$ cat src/core/gsp_pkg.sv
`default_nettype none
package gsp_pkg;
  // ---------------------------------------------------------------
  // chain shape and reset values
  // ---------------------------------------------------------------
  localparam int          STAGES      = 8;
  localparam int          BUF_DEPTH   = 2;
  localparam logic [7:0]  STAGE_RESET = 8'h00;
  localparam logic        CLK_RESET   = 1'b0;
  // ---------------------------------------------------------------
  // word handed to the receiver after each shift that finds the buffer not full
  // ---------------------------------------------------------------
  typedef struct packed {
    logic [STAGES-1:0] stages;
  } gsp_word_t;
endpackage
`default_nettype wire

$ cat src/core/gsp_fifo.sv
`default_nettype none
module gsp_fifo #(
  parameter int WIDTH = 8,
  parameter int DEPTH = 2
) (
  // clock and reset
  input  wire logic             clk,
  input  wire logic             rst,
  // filling side
  input  wire logic             in_valid,
  output logic                  in_ready,
  input  wire logic [WIDTH-1:0] in_data,
  // draining side
  output logic                  out_valid,
  input  wire logic             out_ready,
  output logic [WIDTH-1:0]      out_data
);
  localparam int AW = (DEPTH > 1) ? $clog2(DEPTH) : 1;
  localparam logic [AW:0] FULL = DEPTH[AW:0];

  initial
  begin
    if (DEPTH < 2 || (DEPTH & (DEPTH - 1)) != 0 || WIDTH < 1)
      $error("depth must be a power of two of at least 2");
  end

  logic [WIDTH-1:0] mem [DEPTH];
  logic [AW-1:0]    wr_ptr;
  logic [AW-1:0]    rd_ptr;
  logic [AW:0]      count;
  logic             push;
  logic             pop;

  assign in_ready  = (count != FULL);
  assign out_valid = (count != '0);
  assign out_data  = mem[rd_ptr];
  assign push      = in_valid && in_ready;
  assign pop       = out_valid && out_ready;

  // ---------------------------------------------------------------
  // storage and pointers
  // ---------------------------------------------------------------
  always_ff @(posedge clk)
  begin
    if (push)
      mem[wr_ptr] <= in_data;
  end

  always_ff @(posedge clk)
  begin
    if (rst)
    begin
      wr_ptr <= '0;
      rd_ptr <= '0;
    end
    else
    begin
      if (push)
        wr_ptr <= wr_ptr + 1'b1;
      if (pop)
        rd_ptr <= rd_ptr + 1'b1;
    end
  end

  always_ff @(posedge clk)
  begin
    if (rst)
      count <= '0;
    else if (push && !pop)
      count <= count + 1'b1;
    else if (pop && !push)
      count <= count - 1'b1;
  end
endmodule // gsp_fifo
`default_nettype wire

$ cat src/core/gsp_shifter.sv
`default_nettype none
module gsp_shifter (
  // system
  input  wire logic        CLK,
  input  wire logic        RST,
  // host pins
  input  wire logic        SER_A,
  input  wire logic        SER_B,
  input  wire logic        SHIFT_CLK,
  input  wire logic        DIRECT_WIPE_LOW,
  // parallel outputs, bit 0 is stage one
  output logic [7:0]       PAR_OUT,
  output logic             STAGE_ONE_OUT,
  output logic             STAGE_SEVEN_OUT,
  output logic             STAGE_EIGHT_OUT,
  // word stream, one word per shift taken while SHIFT_READY is high
  output logic             SHIFT_READY,
  output logic             WORD_VALID,
  input  wire logic        WORD_READY,
  output logic [7:0]       WORD_DATA
);
  localparam int N = gsp_pkg::STAGES;

  initial
  begin
    if (N != 8)
      $error("chain must have eight stages");
  end

  logic [N-1:0]       stages;
  logic [N-1:0]       next_stages;
  logic               prev_clk;
  logic               rise;
  logic               gated;
  logic               shift;
  logic [3:0]         wipe_cycles;
  gsp_pkg::gsp_word_t push_word;
  gsp_pkg::gsp_word_t pop_word;

  // ---------------------------------------------------------------
  // serial gate, shared by logic and checks
  // ---------------------------------------------------------------
  function automatic logic gate_bit(input logic a, input logic b);
    return a & b;
  endfunction

  // ---------------------------------------------------------------
  // edge detect and input gate
  // ---------------------------------------------------------------
  always_ff @(posedge CLK)
  begin
    if (RST)
      prev_clk <= gsp_pkg::CLK_RESET;
    else
      prev_clk <= SHIFT_CLK;
  end

  assign rise  = SHIFT_CLK && !prev_clk;
  assign gated = gate_bit(SER_A, SER_B);
  assign shift = rise && DIRECT_WIPE_LOW;

  // ---------------------------------------------------------------
  // stage chain
  // ---------------------------------------------------------------
  always_comb
  begin
    next_stages = {stages[N-2:0], gated};
  end

  always_ff @(posedge CLK)
  begin
    if (RST)
      stages <= gsp_pkg::STAGE_RESET;
    else if (!DIRECT_WIPE_LOW)
      stages <= gsp_pkg::STAGE_RESET;
    else if (shift)
      stages <= next_stages;
  end

  // wipe acts on the pins before the next clock edge
  assign PAR_OUT         = DIRECT_WIPE_LOW ? stages : '0;
  assign STAGE_ONE_OUT   = PAR_OUT[0];
  assign STAGE_SEVEN_OUT = PAR_OUT[6];
  assign STAGE_EIGHT_OUT = PAR_OUT[7];

  // ---------------------------------------------------------------
  // wipe length, for the hold check
  // ---------------------------------------------------------------
  always_ff @(posedge CLK)
  begin
    if (RST)
      wipe_cycles <= 4'h0;
    else if (DIRECT_WIPE_LOW)
      wipe_cycles <= 4'h0;
    else if (wipe_cycles != 4'hf)
      wipe_cycles <= wipe_cycles + 4'h1;
  end

  // ---------------------------------------------------------------
  // word buffer
  // ---------------------------------------------------------------
  assign push_word.stages = next_stages;

  gsp_fifo #(
    .WIDTH (N),
    .DEPTH (gsp_pkg::BUF_DEPTH)
  ) u_buf (
    .clk       (CLK),
    .rst       (RST),
    .in_valid  (shift),
    .in_ready  (SHIFT_READY),
    .in_data   (push_word),
    .out_valid (WORD_VALID),
    .out_ready (WORD_READY),
    .out_data  (pop_word)
  );

  assign WORD_DATA = pop_word.stages;
endmodule // gsp_shifter
`default_nettype wire

$ cat config.mk
export PLATFORM = sky130hd
export DESIGN_NAME = gsp_shifter
export DESIGN_NICKNAME = d
export VERILOG_FILES = /design/src/core/gsp_pkg.sv /design/src/core/gsp_fifo.sv /design/src/core/gsp_shifter.sv
export SDC_FILE = /design/constraint.sdc
export NUM_CORES = 1
export LEC_CHECK = 0
export BUFFER_PORTS_ARGS = -buffer_cell sky130_fd_sc_hd__buf_2
export CAP_MARGIN = 5
export CORE_AREA = 2 2 51 53
export CTS_BUF_LIST = sky130_fd_sc_hd__clkbuf_4 sky130_fd_sc_hd__clkbuf_8
export DETAILED_ROUTE_END_ITERATION = 16
export DIE_AREA = 0 0 53 55
export GPL_TIMING_DRIVEN = 0
export PLACE_DENSITY = 0.76
export SYNTH_ARGS = -nofsm -noshare
export SYNTH_HDL_FRONTEND = slang
export SYNTH_SLANG_ARGS = --single-unit
$ cat constraint.sdc
create_clock -name CLK -period 2.15 [get_ports CLK]
set_input_delay 0.215 -clock CLK [delete_from_list [all_inputs] [get_ports CLK]]
set_output_delay 0.215 -clock CLK [all_outputs]
set_load 0.02 [all_outputs]
# After elaboration in Yosys (flattened, before gate mapping)
# Memory sizes are Yosys's and may differ from the RTL's. A register that Yosys moved wholly into a read port is not among the register bits.
# Index checks and enable logic that the tools add are counted.
# Widths: inputs -> output; s select.
# classes
n_addsub	4
eq_ne	1
muxes	7
n_reduce_logical	12
bitwise_logic	2
# op_table
operator	n
$mux 8	1
$logic_and 1x1->1	6
$mux 1	4
$mux 2	2
$reduce_bool 2->1	2
$logic_not 1->1	3
$add 1x1->1 const B	2
$add 2x1->2 const B	1
$ne 2x2->1 const B	1
$reduce_or 2->1	1
$sub 2x1->2 const B	1
$and 1x1->1	1
$not 1->1	1
# word_totals
out_inout_bits	21
mem_count	1
ff_bits	13
inputBits	7
ram_bits	16
elab_cells	32
# mem_list
name	words	word_bits	rd	rd_clocked_by_memory_dff	wr	line_no	rtl
u_buf.mem	2	8	1	1	1	gsp_fifo.sv:27	logic [WIDTH-1:0] mem [DEPTH];

# Longest topological paths before layout
# Gate-level depths: netlist of run 1.
# depth
depth_word	8
depth_mapped	7

# Cells and area by module
# From an unflattened synthesis of run 1, not the netlist that was laid out.
# hier_totals
hier_cells	102
hier_area_um2	1213.7
# modules_own_cells
module	cells_per_inst	instances	seq_area_each_um2	area_per_inst_um2
gsp_fifo	49	1	580.6	805.8
gsp_shifter	53	1	180.2	407.9

# Worst setup path after synthesis of run 1
# Ideal clock, no wire load.
# synth_timing
kind	flip-flop to flip-flop
from	register prev_clk
to	register u_buf.count[1]
arrival_time_ns	1.458
t_required_ns	2.080
path_slack_ns	0.622
path_buffers	1
path_stages_with_launch	7
path_cell_list	dfxtp_1 nand3b_1 buf_4 nor2_1 ha_1 or3_1 a21oi_1
# synth_between
elab_chain_len	7
elab_cells_between_ends	9
classes_between	mux: 1; reduce/logical: 8
# synth_lines
item	line_no	rtl
from (decl)	gsp_shifter.sv:32	logic prev_clk;
from (signal assigned)	gsp_shifter.sv:53	prev_clk <= gsp_pkg::CLK_RESET;
$logic_not 1->1 (*)	gsp_shifter.sv:58	assign rise = SHIFT_CLK && !prev_clk;
$logic_and 1x1->1 (*)	gsp_shifter.sv:58	
$logic_and 1x1->1 (*)	gsp_shifter.sv:60	assign shift = rise && DIRECT_WIPE_LOW;
$logic_and 1x1->1 (*)	gsp_fifo.sv:37	assign push = in_valid && in_ready;
via u_buf.push	gsp_fifo.sv:31	logic push;
$logic_not 1->1	gsp_fifo.sv:71	else if (pop && !push)
$logic_and 1x1->1	gsp_fifo.sv:71	
$reduce_bool 2->1 (no line)	-	
to (signal assigned)	gsp_fifo.sv:70	count <= count + 1'b1;
to (signal assigned)	gsp_fifo.sv:72	count <= count - 1'b1;
to (decl)	gsp_fifo.sv:30	logic [AW:0] count;
# The timed path passes the listed nets; every way through them passes the cells marked *.
# A chain may end at the register's enable or synchronous reset.

==> metrics.md, run 1 <==
| Metric | Value |
|---|---|
| Top Ports | `28` |
| Detailed placement HPWL | `1330 um` |
| Endpoints failing hold | `0` |
| GRT met1 Usage | `between 15 and 20%` |
| Share of the cycle needed by the critical path after routing | `81.1%` |
| Starting Density | `between 50% and 60%` |
| Cell variety after synth | `20` |
| Worst-case vdd ir drop | `~0.66 mV` |
| Count of buffers from port buffering | `27` |
| Post-layout net count | `135` |
| Number of maximum-capacitance constraint violations | `0` |
| Top Usage Layer GRT | `met2` |
| Crit path DAT | `1.53 ns` |
| Multi-input gate area | `389 um2` |
| Area share of the leading cell type in the synthesized netlist | `40.2%` |
| Standard-cell row count | `18` |
| Inserted Clock Buffers | `5` |
| H-tree depth | `2` |
| Flip-flop and latch count after synthesis | `30` |
| Post-cts gate resize count | `0` |
| Via count | `742` |
| Gate count after technology mapping | `93` |
| Met3 capacity usage during global routing | `about 4.8%` |
| Worst rel slew slack | `between 70% and 80%` |
| Critical Path Source Type | `flip-flop` |
| Vias/cell | `about 4.7` |
| Synth area leader | `edfxtp_1` |
| Clock-pin slew of the registers on the worst-case setup and hold paths | `0.08 ns` |
| Status | `completed` |
| Netlist Area Pre-Place | `0.00119 mm2` |
| Static Leakage | `0.643 nW` |
| Pre-CTS setup slack | `about 0.42 ns` |
| Worst path required time | `1.93 ns` |
| Synth-to-layout area growth | `18.4%` |
| Pin slew with the least headroom to its limit | `approximately 0.45 ns` |
| Synth area leaders | `edfxtp_1, dfxtp_1, mux2_2` |
| Fillers | `188` |
| Power per Cell Area | `927 mW/mm2` |
| Floorplan die area | `0.00292 mm2` |
| Yosys warnings | `0` |
| Number of setup buffers added after CTS | `0` |
| Root buffer selected by CTS | `clkbuf_4` |
| Worst clock skew | `between 0.007 and 0.008 ns` |
| Share of the yosys chip area belonging to registers | `a little under two thirds` |
| Placer Congestion | `0.768` |
| Setup total negative slack | `0 ns` |
| Least setup slack across all paths after layout | `between 0.4 and 0.5 ns` |
| Standard cell with the maximum stage delay on the critical path | `mux2_2` |
| Total routing usage reported by global routing | `14.6%` |
| Largest net degree at the start of global routing | `11` |
| Average wire per standard cell | `approximately 12 um` |
| Antenna violations before repair | `0` |
| Net count of the mapped netlist | `approximately 100` |
| Layout cells sized above 1 | `37.0%` |
| Mean instance size in the synthesized netlist | `between 10 and 15 um2` |
| Clock period minus worst slack | `1.74 ns` |
| Kind of critical path | `reg2out` |
| Total global routing overflow | `0` |
| CTS Sinks | `30` |
| CTS hold repair buffers | `0` |
| Later-pin clock latency in the skew report | `approximately 0.32 ns` |
| Longest individual stage delay on the worst path | `0.38 ns` |
| Met2 track demand over resource in global routing | `23.3%` |
| Iter 0 DRT Violations | `7` |
| Total count of max-transition violations in the final report | `0` |
| Final setup violating endpoints | `0` |
| Longest Clk Path Bufs | `2` |
| Critical path cell sequence | `clkbuf_1, mux2_2, buf_2` |
| RSZ-0062 raised after global routing | `no` |
| Final antenna diode count | `0` |
| Remaining design rule violation count | `0` |
| Via count of the first global-routing pass | `642` |
| Drt total wl | `1910 um` |
| Total iterations of the first detailed-routing run | `4` |
| Capturing element type of the critical path | `output port` |
| Die width | `53 um` |
| Wire length of the first global-routing pass | `2910 um` |
| Core region area | `approximately 0.0024 mm2` |
| Maximum frequency from static timing analysis | `573 MHz` |
| Chip height | `55 um` |
| Kind of path behind the tightest hold check | `in2reg` |
| Critical Path Fanout Max | `8` |
| Antenna violation net count after detailed routing | `0` |
| CTS tree | `done` |
| Sequential cell area in the final layout | `around 760 um2` |
## cells in the final DEF (no fill, tap or decap)
cell	count
a21oi_1	3
and2_1	10
buf_2	27
buf_4	4
clkbuf_1	2
clkbuf_4	5
clkinv_2	2
dfxtp_1	14
edfxtp_1	16
ha_1	1
inv_1	2
mux2_2	8
mux2i_1	7
nand2_1	1
nand2b_1	1
nand3b_1	1
nor2_1	11
nor2b_1	2
o21ai_0	3
or2_2	1
or2b_1	1
or3_1	2
xor2_1	3
## worst paths after layout
kind,start,end,slack [ns],cells after the start
setup / recovery,flip-flop,WORD_DATA[7],0.41,3
hold / removal,SHIFT_CLK,prev_clk,0.12,2
setup reg to reg,prev_clk,u_buf.count[1],0.45,6
hold reg to reg,stages[7],stages[7],0.50,2
## Yosys cell counts
cell type	n
o21ai_0	3
and2_1	10
edfxtp_1	16
a21oi_1	3
clkbuf_1	2
dfxtp_1	14
or2b_1	1
inv_1	2
mux2i_1	7
or3_1	2
buf_4	4
or2_2	1
nor2_1	11
nor2b_1	2
nand2_1	1
mux2_2	8
ha_1	1
xor2_1	3
nand3b_1	1
nand2b_1	1
## report_power, final
| group | leakage [nW] | switching (mW) | internal [mW] | total, mW |
|---|---|---|---|---|
| Combinational | 0.339 | 0.197 | 0.146 | 0.343 |
| Clock | 0.0308 | 0.176 | 0.117 | 0.293 |
| Sequential | 0.273 | 0.0268 | 0.650 | 0.676 |
| Total | 0.643 | 0.399 | 0.912 | 1.31 |
## per-stage QoR
stage	util, %	power (mW)	hold WS [ns]	cell area (um2)	std cells
floorplan	-	0.941	0.284	1190	93
global placement	57.8	1.02	0.445	1370	150
detailed placement	57.8	1.04	0.451	1370	150
CTS	59.8	1.33	0.118	1420	157
global route	59.8	1.39	0.144	1420	157
finish	59.8	1.31	0.118	1420	157
## layer usage
metal,share of wire [%],up-vias
met5,0,-
met4,2.4,0
met3,5.3,7
met2,47,23
met1,46,328
li1,-,384
## critical path, delay by kind of cell, from the launching register on
family / cells / cell delay (ns)
DFF: 1 / 0.31
buffers and inverters: 2 / 0.52
muxes: 1 / 0.38
## sequential cells by signal (all words and copies together), names as in the netlist, named ones only
| register | count |
|---|---|
| stages | 8 |
| u_buf.rd_ptr | 1 |
| u_buf.count | 2 |
| u_buf.mem | 16 |
| prev_clk | 1 |
| u_buf.wr_ptr | 1 |
## layout make-up
type / count / share of cell area, %
Clock buffer: 5 / 2.65
Clock inverter: 2 / 0.707
Buffer: 6 / 2.65
Tap cell: 30 / 2.65
Inverter: 2 / 0.531
Multi-Input combinational cell: 55 / 27.5
Sequential cell: 30 / 53.8
Timing Repair Buffer: 27 / 9.55
## logic make-up (layout without fill, tap and decap cells)
kind of cell               Yosys count  count (layout)  synth area share (%)
DFF                                 30              30                  63.7
adders and majority gates            1               1                  1.05
AOI/OAI and AO/OA                    6               6                  2.51
buffers and inverters                8              42                  3.77
muxes                               15              15                  13.4
and+or+nand+nor                     30              30                  13.4
xor gates and xnor gates             3               3                  2.20
(Power assumes the default switching activity.)
==> run 2, diff against run 1 <==
clock period = 1.7 ns   (was 2.15 ns; I/O delays follow)
==> metrics.md, run 2 (synthesis gave the netlist of run 1 again) <==
| Metric | Value |
|---|---|
| Most flop-heavy register | `u_buf.mem` |
| RSZ-0062 raised after global routing | `no` |
| Top Registers | `u_buf.mem: 16 flops, stages: 8 flops, u_buf.count: 2 flops` |
| Worst-case vdd ir drop | `0.866 mV (+31%)` |
| Largest net degree at the start of global routing | `11 (unchanged)` |
| Commonest cells after routing, fill and taps aside | `buf_2, edfxtp_1, dfxtp_1, and2_1, nor2_1` |
| Clock period minus worst slack | `1.61 ns` |
| Inserted Clock Buffers | `5 (unchanged)` |
| M1 wire length | `883 um (+1.7%)` |
| Standard-cell row count | `18 (unchanged)` |
| Placed instance count | `150 (unchanged)` |
| Worst path required time | `1.95 ns (+0.02 ns)` |
| Kind of path behind the tightest hold check | `in2reg` |
| Final setup violating endpoints | `0 (unchanged)` |
| Longest Clk Path Bufs | `2 (unchanged)` |
| Number of maximum-capacitance constraint violations | `0 (unchanged)` |
| Static Leakage | `0.649 nW (+0.94%)` |
| Detailed placement HPWL | `1330 um (unchanged)` |
| CTS tree | `done` |
| Fin Hold WS | `0.0828 ns (-0.0356 ns)` |
| Largest register FFs | `16 (unchanged)` |
| Average wire per standard cell | `12.4 um (+2.2%)` |
| Maximum frequency from static timing analysis | `620 MHz` |
| Least setup slack across all paths after layout | `0.0880 ns (-0.318 ns)` |
| Reg-to-reg endpoint | `u_buf.count[1]` |
| Capturing element type of the critical path | `flip-flop` |
| Final antenna diode count | `0 (unchanged)` |
| Wire length of the first global-routing pass | `2910 um (unchanged)` |
| Top Ports | `28 (unchanged)` |
| Later-pin clock latency in the skew report | `0.31 ns (about the same)` |
| Die width | `53 um (unchanged)` |
| Synth-to-layout area growth | `20.2%` |
| Chip height | `55 um (unchanged)` |
| Critical Path Fanout Max | `3 (-5)` |
| Worst clock skew | `0.00574 ns (-0.00214 ns)` |
| Kind of critical path | `reg2reg` |
| Post-layout net count | `135 (unchanged)` |
| Clock-pin slew of the registers on the worst-case setup and hold paths | `0.08 ns (about the same)` |
| Via count | `744 (+0.27%)` |
| Remaining design rule violation count | `0 (unchanged)` |
| Layout cells sized above 1 | `40.9% (+3.9 points)` |
| Floorplan die area | `0.00292 mm2 (unchanged)` |
| Total routing usage reported by global routing | `14.6% (unchanged)` |
| Status | `completed` |
| Power per Cell Area | `1170 mW/mm2 (+26%)` |
| Max Used Layer | `met4` |
| Count of buffers from port buffering | `27 (unchanged)` |
| Total global routing overflow | `0 (unchanged)` |
| Antenna violation net count after detailed routing | `0 (unchanged)` |
| Crit path DAT | `1.86 ns (+0.33 ns)` |
| Pin slew with the least headroom to its limit | `0.399 ns (-0.0482 ns)` |
| Starting Density | `50.5% (unchanged)` |
| Setup total negative slack | `0 ns (unchanged)` |
| Worst rel slew slack | `73.4% (+3.2 points)` |
| CTS Sinks | `30 (unchanged)` |
| Met3 wire length | `95 um (-5.9%)` |
| Flop2flop setup slack | `0.09 ns (-0.36 ns)` |
| Critical Path Source Type | `flip-flop` |
| Root buffer selected by CTS | `clkbuf_4` |
| Design Area, Final | `0.00144 mm2 (+1.5%)` |
| Endpoint of the most critical setup path | `u_buf.count[1]` |
| Antenna violations before repair | `0 (unchanged)` |
| Vias/cell | `4.74 (+0.27%)` |
| Endpoints failing hold | `0 (unchanged)` |
| Post-layout total power | `1.68 mW (+28%)` |
| Core region area | `0.00236 mm2 (unchanged)` |
| Iter 0 DRT Violations | `4 (-3)` |
| H-tree depth | `2 (unchanged)` |
| Util after Layout | `60.7% (+0.90 points)` |
| Met2 Routed Length | `950 um (+6.6%)` |
| Placer Congestion | `0.768 (unchanged)` |
| R2R cell count | `6 (unchanged)` |
| Most common library cell in the layout ignoring fill and taps | `buf_2` |
| Share of the cycle needed by the critical path after routing | `94.8%` |
| Pre-CTS setup slack | `0.0130 ns (-0.405 ns)` |
| Count of non-filler cells in the finished layout | `157 (unchanged)` |
| Worst setup path startpoint | `prev_clk` |
| Via count of the first global-routing pass | `638 (-0.62%)` |
| Hold Path Cell Cnt | `2 (unchanged)` |
| Placed inst area | `0.00137 mm2 (unchanged)` |
| Total iterations of the first detailed-routing run | `4 (unchanged)` |
| Total count of max-transition violations in the final report | `0 (unchanged)` |
| Launch point of the worst reg-to-reg path | `prev_clk` |
| Drt total wl | `1950 um (+2.2%)` |
run 2: what timing repair did:
action | 4_1_cts | 5_1_grt
setup endpoints to repair | 8 | 1
buffers inserted | 0 | 1
hold buffers | 0 | 0
gates resized for setup | 0 | 5
run 2: critical path, stage by stage, from the launching register on:
cell and delay, ns:
dfxtp_1 0.30, nand3b_1 0.19, buf_6 0.15, nor2_2 0.12, ha_1 0.27, or3_4 0.38, a21oi_2 0.13
run 2: worst min path at each step:
stage                         start        endpoint  slack, ns
after floorplan                 RST  u_buf.count[1]       0.24
after global placement    SHIFT_CLK        prev_clk       0.40
after detailed placement  SHIFT_CLK        prev_clk       0.41
after CTS                 SHIFT_CLK        prev_clk       0.07
after global routing            RST  u_buf.count[1]       0.09
final                     SHIFT_CLK        prev_clk       0.08
run 2: per-layer routing:
metal	global-route usage [%]	up-vias
li1	-	382
met1	17.2	338
met2	23.3	22
met3	4.84	2
met4	8.97	0
met5	0	-
run 2: final cells by class:
class	instances	area, um2
fillers	181	928
flip-flops and latches	30	761
multi-input cells	55	403
repair buffers	28	143
clock buffers	5	37.5
plain buffers	5	37.5
well taps	30	37.5
clock inverters	2	10.0
inverters	2	7.51
run 2: power breakdown:
part	switching, mW	internal [mW]	leakage [nW]
clock network	0.219	0.148	0.0308
logic	0.232	0.198	0.345
registers	0.0629	0.822	0.273
